===== src/inc/afec_pkg.sv =====
// Purpose: Shared constants for the auxiliary latch and event counter block
// Assumes: APB with 32-bit data, one aligned word per register
// Notes: Offsets are byte addresses
package afec_pkg;
   // Register byte offsets
   localparam logic [11:0] OFF_COUNT_VALUE = 12'h000;     // Event count, read only
   localparam logic [11:0] OFF_COUNT_THRESH = 12'h004;    // Reach threshold
   localparam logic [11:0] OFF_IRQ_STATUS = 12'h008;      // Sticky events, read only
   localparam logic [11:0] OFF_IRQ_ENABLE = 12'h00c;      // Interrupt enable
   localparam logic [11:0] OFF_IRQ_CLEAR = 12'h010;       // Write one to clear
   localparam logic [11:0] OFF_STATE = 12'h014;           // Live output state
   // Reset values
   localparam logic [31:0] THRESH_RESET = 32'h0000_0000;  // Threshold after reset
   localparam logic [31:0] COUNT_RESET = 32'h0000_0000;   // Count after reset
   // Interrupt bit positions
   localparam int IRQ_LATCH_SET = 0;     // Latch went high
   localparam int IRQ_LATCH_CLR = 1;     // Latch went low
   localparam int IRQ_COUNT = 2;         // Count pulse seen
   localparam int IRQ_REACHED = 3;       // Reach flag rose
   localparam int IRQ_BITS = 4;          // Number of event bits
   // Scan timing: inputs are sampled once per scan period
   localparam int CLK_FREQ_HZ = 125_000_000;  // pclk rate
   localparam int SCAN_PERIOD_US = 1000;      // Scan every 1 ms, half the min pulse
   localparam int SCAN_CYCLES = CLK_FREQ_HZ / 1_000_000 * SCAN_PERIOD_US;  // 125000
   localparam int MIN_PULSE_MS = 2;           // Least pulse width the source keeps
endpackage


===== src/core/afec_scan_tick.sv =====
// Purpose: Periodic scan strobe generator
// Assumes: Single clock, asynchronous active-low reset
// Notes: One-cycle pulse every PERIOD cycles
`timescale 1ns/1ns
module afec_scan_tick #(
   parameter int PERIOD = afec_pkg::SCAN_CYCLES  // Cycles between strobes
) (
   input wire logic pclk,      // Clock
   input wire logic presetn,   // Async reset, active low
   output logic tick           // Scan strobe, one cycle
);
   logic [31:0] cnt_q;  // Cycle counter
   wire wrap = (cnt_q == 32'(PERIOD - 1));  // End of period

   // Free-running divider
   always_ff @(posedge pclk or negedge presetn) begin
      if (!presetn) begin
         cnt_q <= 32'h0000_0000;
         tick <= 1'b0;
      end else begin
         cnt_q <= wrap ? 32'h0000_0000 : cnt_q + 32'h0000_0001;
         tick <= wrap;
      end
   end
endmodule


===== src/core/afec_edge_scan.sv =====
// Purpose: Scanned sampler with rising-edge detection for function inputs
// Assumes: Inputs synchronous to pclk
// Notes: Edge seen only between two successive scan samples
`timescale 1ns/1ns
module afec_edge_scan #(
   parameter int N = 4  // Number of inputs
) (
   input wire logic pclk,        // Clock
   input wire logic presetn,     // Async reset, active low
   input wire logic tick,        // Scan strobe
   input wire logic [N-1:0] din, // Raw inputs
   output logic [N-1:0] rise     // One-cycle rising edge pulses
);
   logic [N-1:0] samp_q;  // Last scan sample

   // Sample on scan, compare to previous sample
   always_ff @(posedge pclk or negedge presetn) begin
      if (!presetn) begin
         samp_q <= '0;
         rise <= '0;
      end else if (tick) begin
         samp_q <= din;
         rise <= din & ~samp_q;
      end else begin
         rise <= '0;
      end
   end
endmodule


===== src/core/afec_top.sv =====
// Purpose: Auxiliary set/reset latch and scanned event counter with APB registers
// Assumes: APB3 slave, zero wait states, pclk at 125 MHz
// Notes: Inputs are scanned, so short pulses can be missed
//
// Our own choices: the placing of the registers and register access over APB.
`timescale 1ns/1ns
module afec_top #(
   parameter int SCAN_CYCLES = afec_pkg::SCAN_CYCLES  // Cycles per scan period
) (
   input wire logic pclk,            // Clock
   input wire logic presetn,         // Async reset, active low
   input wire logic psel,            // APB select
   input wire logic penable,         // APB access phase
   input wire logic pwrite,          // APB direction
   input wire logic [11:0] paddr,    // APB byte address
   input wire logic [31:0] pwdata,   // APB write data
   output logic [31:0] prdata,       // APB read data
   output logic pready,              // APB ready
   output logic pslverr,             // APB error
   input wire logic latch_reset_in,  // Latch reset function input
   input wire logic latch_set_in,    // Latch set function input
   input wire logic count_pulse_in,  // Count pulse function input
   input wire logic count_clear_in,  // Count clear function input
   output logic latch_state_out,     // Latch state
   output logic count_reached_out,   // Count reached
   output logic irq                  // Level interrupt
);
   logic tick;                 // Scan strobe
   logic [3:0] rise;           // Scanned rising edges
   logic [31:0] count_q;       // Event count
   logic [31:0] thresh_q;      // Reach threshold
   logic [3:0] sts_q;          // Sticky interrupt status
   logic [3:0] ien_q;          // Interrupt enable

   // Edge roles
   wire rst_edge = rise[0];
   wire set_edge = rise[1];
   wire cnt_edge = rise[2];
   wire clr_edge = rise[3];

   // Scan timebase
   afec_scan_tick #(.PERIOD(SCAN_CYCLES)) u_tick (
      .pclk(pclk),
      .presetn(presetn),
      .tick(tick)
   );

   // Periodic sampler; no direct edge logic on the pins
   afec_edge_scan #(.N(4)) u_scan (
      .pclk(pclk),
      .presetn(presetn),
      .tick(tick),
      .din({count_clear_in, count_pulse_in, latch_set_in, latch_reset_in}),
      .rise(rise)
   );

   // APB decode
   wire acc = psel & penable;
   wire wr = acc & pwrite;
   wire rd = acc & ~pwrite;
   wire hit_val = (paddr == afec_pkg::OFF_COUNT_VALUE);
   wire hit_thr = (paddr == afec_pkg::OFF_COUNT_THRESH);
   wire hit_sts = (paddr == afec_pkg::OFF_IRQ_STATUS);
   wire hit_ien = (paddr == afec_pkg::OFF_IRQ_ENABLE);
   wire hit_clr = (paddr == afec_pkg::OFF_IRQ_CLEAR);
   wire hit_st = (paddr == afec_pkg::OFF_STATE);
   wire hit_any = hit_val | hit_thr | hit_sts | hit_ien | hit_clr | hit_st;
   // Writes to read-only words are refused with an error
   wire bad = ~hit_any | (pwrite & (hit_val | hit_sts | hit_st)) | (~pwrite & hit_clr);

   // Next count: clear wins over a pulse in the same scan
   wire [31:0] count_d = clr_edge ? afec_pkg::COUNT_RESET :
                         cnt_edge ? count_q + 32'h0000_0001 :
                         count_q;
   wire [31:0] thresh_d = (wr & hit_thr) ? pwdata : thresh_q;
   // Compare uses the values in force next cycle
   wire reached_d = (count_d >= thresh_d);

   // Next latch state: reset edge dominates a simultaneous set
   wire latch_d = rst_edge ? 1'b0 : set_edge ? 1'b1 : latch_state_out;

   // Events; set wins over a software clear
   wire [3:0] ev;
   assign ev[afec_pkg::IRQ_LATCH_SET] = latch_d & ~latch_state_out;
   assign ev[afec_pkg::IRQ_LATCH_CLR] = ~latch_d & latch_state_out;
   assign ev[afec_pkg::IRQ_COUNT] = cnt_edge;
   assign ev[afec_pkg::IRQ_REACHED] = reached_d & ~count_reached_out;
   wire [3:0] clr_mask = (wr & hit_clr) ? pwdata[3:0] : 4'h0;
   wire [3:0] sts_d = (sts_q & ~clr_mask) | ev;

   // Read mux
   wire [31:0] rdata_d = hit_val ? count_q :
                         hit_thr ? thresh_q :
                         hit_sts ? {28'h0000000, sts_q} :
                         hit_ien ? {28'h0000000, ien_q} :
                         hit_st ? {30'h00000000, count_reached_out, latch_state_out} :
                         32'h0000_0000;

   // Counter and threshold
   always_ff @(posedge pclk or negedge presetn) begin
      if (!presetn) begin
         count_q <= afec_pkg::COUNT_RESET;
         thresh_q <= afec_pkg::THRESH_RESET;
      end else begin
         count_q <= count_d;
         thresh_q <= thresh_d;
      end
   end

   // Output flags
   always_ff @(posedge pclk or negedge presetn) begin
      if (!presetn) begin
         latch_state_out <= 1'b0;
         // Reset state of the compare, so no false change once reset lifts
         count_reached_out <= (afec_pkg::COUNT_RESET >= afec_pkg::THRESH_RESET);
      end else begin
         latch_state_out <= latch_d;
         count_reached_out <= reached_d;
      end
   end

   // Interrupt state
   always_ff @(posedge pclk or negedge presetn) begin
      if (!presetn) begin
         sts_q <= 4'h0;
         ien_q <= 4'h0;
         irq <= 1'b0;
      end else begin
         sts_q <= sts_d;
         if (wr & hit_ien) begin
            ien_q <= pwdata[3:0];
         end
         irq <= |(sts_d & ((wr & hit_ien) ? pwdata[3:0] : ien_q));
      end
   end

   // APB answer: ready in the access cycle after setup, registered
   always_ff @(posedge pclk or negedge presetn) begin
      if (!presetn) begin
         pready <= 1'b0;
         pslverr <= 1'b0;
         prdata <= 32'h0000_0000;
      end else begin
         pready <= psel & ~penable;
         pslverr <= psel & ~penable & bad;
         prdata <= (psel & ~penable & ~pwrite) ? rdata_d : 32'h0000_0000;
      end
   end
endmodule


===== config.mk =====
export PLATFORM = sky130hd
export DESIGN_NAME = afec_top
export DESIGN_NICKNAME = d
export VERILOG_FILES = /design/src/inc/afec_pkg.sv /design/src/core/afec_scan_tick.sv /design/src/core/afec_edge_scan.sv /design/src/core/afec_top.sv
export SDC_FILE = /design/constraint.sdc
export NUM_CORES = 1
export LEC_CHECK = 0
export ABC_AREA = 0
export BUFFER_PORTS_ARGS = -buffer_cell sky130_fd_sc_hd__buf_2
export CORE_UTILIZATION = 46
export DETAILED_ROUTE_END_ITERATION = 12
export PLACE_DENSITY = 0.65
export SYNTH_ARGS = -nofsm -noshare
export SYNTH_HDL_FRONTEND = slang
export SYNTH_HIERARCHICAL = 1
export SYNTH_SLANG_ARGS = --single-unit

===== constraint.sdc =====
create_clock -name pclk -period 4.35 [get_ports pclk]
set_input_delay 1.0875 -clock pclk [delete_from_list [all_inputs] [get_ports pclk]]
set_output_delay 1.0875 -clock pclk [all_outputs]
set_load 0.005 [all_outputs]

# Word-level counts from Yosys, hierarchy flattened
# Cells that the tools add are included.
# totals
reg_bits	150
input_bits	53
elab_cells	74
# op_classes
addsub	2
magnitude_cmp	1
n_eq_ne	6
muxes	15
n_bitwise	34
n_reduce_logical	2
# ops
op	n
$mux W32	7
$add A32 B1 Y32 const B	2
$eq A32 B17 Y1 const B	1
$ge A32 B32 Y1	1
$eq A12 B4 Y1 const B	2
$eq A12 B5 Y1 const B	2
$mux W4	5
$and A1 B1 Y1	13
$and A4 B4 Y4	3
$eq A12 B3 Y1 const B	1
$logic_not A12 Y1	1
$or A1 B1 Y1	9
$not A4 Y4	2
$not A1 Y1	6
$or A4 B4 Y4	1
$reduce_or A4 Y1	1
$mux W1	2
$mux W2	1

# Depth between registers and ports, before layout
# logic_depth
depth_word	10
ltp_mapped	14
mapped_depth_nobuf	13

# Modules after synthesis
# Netlist, hierarchy kept.
# by_module_without_submodules
mod	instances	cells_each	area_per_inst_um2	seq_area_each_um2
afec_top	1	506	5471.5	2728.9
afec_scan_tick	1	150	1721.7	825.8
afec_edge_scan	1	17	311.5	200.2

# Worst setup path after synthesis
# OpenSTA, ideal clock, no wires.
# synth_timing
path_type	input port to flip-flop
from	input paddr[7]
to	register irq
t_arrival_ps	3996
slack_ps	228
path_stages	14
path_buffers	2
path_cell_list	nor4_4 nand3_1 nor3_1 and2_1 buf_4 buf_6 mux2i_1 ha_1 a21o_1 a221oi_1 o21ai_1 a311o_1 a21o_1 a311o_1
# synth_via
elab_chain_len	8
# synth_rtl
item	line_no	rtl
from (decl)	afec_top.sv:15	input wire logic [11:0] paddr,
$eq A12 B3 Y1	afec_top.sv:62	wire hit_thr = (paddr == afec_pkg::OFF_COUNT_THRESH);
$and A1 B1 Y1	afec_top.sv:75	wire [31:0] thresh_d = (wr & hit_thr) ? pwdata : thresh_q;
$mux W32	afec_top.sv:75	
$ge A32 B32 Y1	afec_top.sv:77	wire reached_d = (count_d >= thresh_d);
named net reached_d	afec_top.sv:77	
$and A1 B1 Y1	afec_top.sv:87	assign ev[afec_pkg::IRQ_REACHED] = reached_d & ~count_reached_out;
$or A4 B4 Y4	afec_top.sv:89	wire [3:0] sts_d = (sts_q & ~clr_mask) | ev;
$and A4 B4 Y4	afec_top.sv:133	irq <= |(sts_d & ((wr & hit_ien) ? pwdata[3:0] : ien_q));
$reduce_or A4 Y1	afec_top.sv:133	
to (signal assigned)	afec_top.sv:133	
to (decl)	afec_top.sv:26	output logic irq
# The timed path passes the listed nets, and every way through them passes these cells.
# A chain may end at the register's enable or synchronous reset.

# Final worst setup path
# Same ends and word-level chain as after synthesis.

==> impl_metrics.ini <==
[outcome]
outcome = completed

[setup_path]
worstPathArrival_ps = 4380
r2r_slack_ps = 520
endpoint_kind = flip-flop
cp.required_ps = 4650
cp_max_fo = 4
r2r-end = irq$_DFF_PN0_
rr_startpoint = count_q[3]$_DFF_PN0_
worstSetupStartpoint = paddr[7]
ff2ff_path_depth = 13
start_kind = input port
crit_type = in2reg

[floorplan]
die_area_sq_um = 16800
pin_count = 90
start_util = 0.472
placementRows = 46
fp.coreArea_sq_um = 15900
die_w_um = 130
die_y_um = 130

[worst_hold_path]
worstHoldEndpoint = latch_state_out$_DFF_PN0_
min_path_type = reg2reg
whs_path_depth = 1
hp-start = u_scan/rise[0]$_DFF_PN0_

[route]
wire_per_inst_um = 16.3
vias = 5362
wl_met1_mm = 7.33
drc_errors = 0
dr_wl_met3_um = 657
drt_iter0_markers = 333
postRouteAntennaNets = 0
drt_wl_total_mm = 16.3
dr.pass1.iters = 5
avgViaCountPerCell = 5.36
topRoutingLayerUsed = met4
met2_length_mm = 8.11

[timing]
setup_violations = 0
slew_headroom = 0.518
hold_violations = 0
slew_violations = 0
worst_clock_skew_ps = 8.34
fin_crit_sh = 0.937
worst_pin_slew_ps = 723
fin_ws_ps = 275
fmax_mhz = 245
fin_crit_ps = 4070
finalSetupTns_ps = 0
rsz0062_at_grt = false

[job]
maxCapViolCount = 0

[finish]
diodes = 0
drive_gt1_frac = 0.237
nFillCells = 1394
nets = 859
area_growth_pct = 17.8

[grt]
antenna_found_initial = 0
overflow = 0
grt_first_pass_wirelength_mm = 27.4
grt.total_usage = 0.211
grt_max_degree = 80
grt_pass1_vias = 5557

[logic_synthesis]
synthesis.nets = 760
synthMostInstantiatedCell = dfrtp_1
synth_top_area_frac = 0.497
netlist_instances = 673
synth_common_cells = dfrtp_1, nor2_1, xor2_1
yosysUniqueCellTypes = 60
seq_area_frac_synth = 0.500
syn_area_sq_um = 7500
syn-mean-instance-area_sq_um = 11.2
yosys-top-cells-area = dfrtp_1, ha_1, mux2i_1
synth_area_leader_cell = dfrtp_1
synthFlopType = dfrtp_1
synth_enable_flop_cells = 0
ys_warn_count = 6
synth-async-reset-ratio = 1.00
ys_ff_latch = 150

[pwr]
p_total_mw = 3.01
leakagePower_nw = 4.51
peakVddDrop_mv = 0.261
power_density_nw_per_um2 = 340

[cts]
cts_hold_buf = 0
post-cts-setup-buffers = 0
htreeDepth = 4
cts_sinks = 150
cts_buffer_depth = 2
cts_buffers = 17
clkLatencyLatePin_ps = 420
clk_pin_slew_ps = 50
cts_root_buf = clkbuf_16
cts_tree = built
cts_resized = 0

[place]
portBuffers = 89
place_congestion = 0.821
hpwl_mm = 11.6
place_ws_ps = -168
## final cells by class
class | instances | area, sq um | share of cell area
Timing Repair Buffer | 107 | 612 | 0.0692
Tap cell | 216 | 270 | 0.0306
Inverter | 42 | 158 | 0.0178
Multi-Input combinational cell | 454 | 3440 | 0.389
Clock buffer | 23 | 488 | 0.0552
Sequential cell | 150 | 3750 | 0.425
Clock inverter | 8 | 121 | 0.0137
## cell usage in the layout (no fill, tap or decap), types with 12 or more instances in the layout
cell       instances
mux2i_1           36
xor2_1            40
nand2_1           21
dfrtp_1          149
clkbuf_16         17
nand4_1           21
and3_1            13
buf_2             88
nand3_1           31
a21oi_1           12
nor2_1            77
xnor2_1           15
ha_1              34
a22oi_1           28
o21ai_0           15
and4_1            12
buf_4             16
inv_1             36
## flip-flops by register name (all words and copies together) (netlist names)
signal             count
u_tick/tick            1
irq                    1
sts_q                  4
latch_state_out        1
ien_q                  4
count_q               32
pslverr                1
pready                 1
u_scan/samp_q          4
prdata                32
count_reached_out      1
u_scan/rise            4
thresh_q              32
u_tick/cnt_q          32
## stage by stage
step / cell area (sq um) / hold WS (ps) / std cells / util
final: 8840 / 451 / 1000 / 0.557
after global placement: 8230 / 447 / 969 / 0.518
after global routing: 8840 / 483 / 1000 / 0.557
after floorplan: 7500 / 426 / 673 / -
after detailed placement: 8230 / 446 / 969 / 0.518
after CTS: 8840 / 455 / 1000 / 0.557
## critical path, cell delays in order
cell	delay, ps
buf_2	110
nor4_4	290
nand3_1	140
nor3_2	210
and2_2	270
buf_4	170
mux2i_1	280
ha_1	290
a21o_1	180
a221oi_1	270
o21ai_1	140
a311o_1	410
a21o_1	230
a311o_1	310
## kinds of logic after synthesis
| kind of cell | after synthesis | synth area share |
|---|---|---|
| buf+inv | 69 | 0.0432 |
| xor+xnor | 55 | 0.0642 |
| fa+ha+maj | 34 | 0.0567 |
| flops | 150 | 0.500 |
| compound gates | 81 | 0.0742 |
| mux | 46 | 0.0685 |
| simple gates | 238 | 0.193 |
## power by group
part | internal, mW | switching, mW | leakage (nW) | total (mW)
Combinational | 0.0365 | 0.0578 | 2.14 | 0.0943
Sequential | 1.40 | 0.00503 | 2.07 | 1.41
Clock | 0.957 | 0.548 | 0.299 | 1.51
Total | 2.40 | 0.611 | 4.51 | 3.01
## per-layer routing
metal	vias up	global-route usage
met5	-	0
met4	0	0.0698
met3	17	0.0422
met2	113	0.354
met1	2646	0.274
li1	2586	-
## worst max-delay path by stage
stage	cells past startpoint	to
6_report	14	irq$_DFF_PN0_
5_1_grt	14	irq$_DFF_PN0_
4_1_cts	14	irq$_DFF_PN0_
3_5_place_dp	14	irq$_DFF_PN0_
3_3_place_gp	14	irq$_DFF_PN0_
2_1_floorplan	14	irq$_DFF_PN0_
Note: power is estimated with default switching activity, not from simulation.
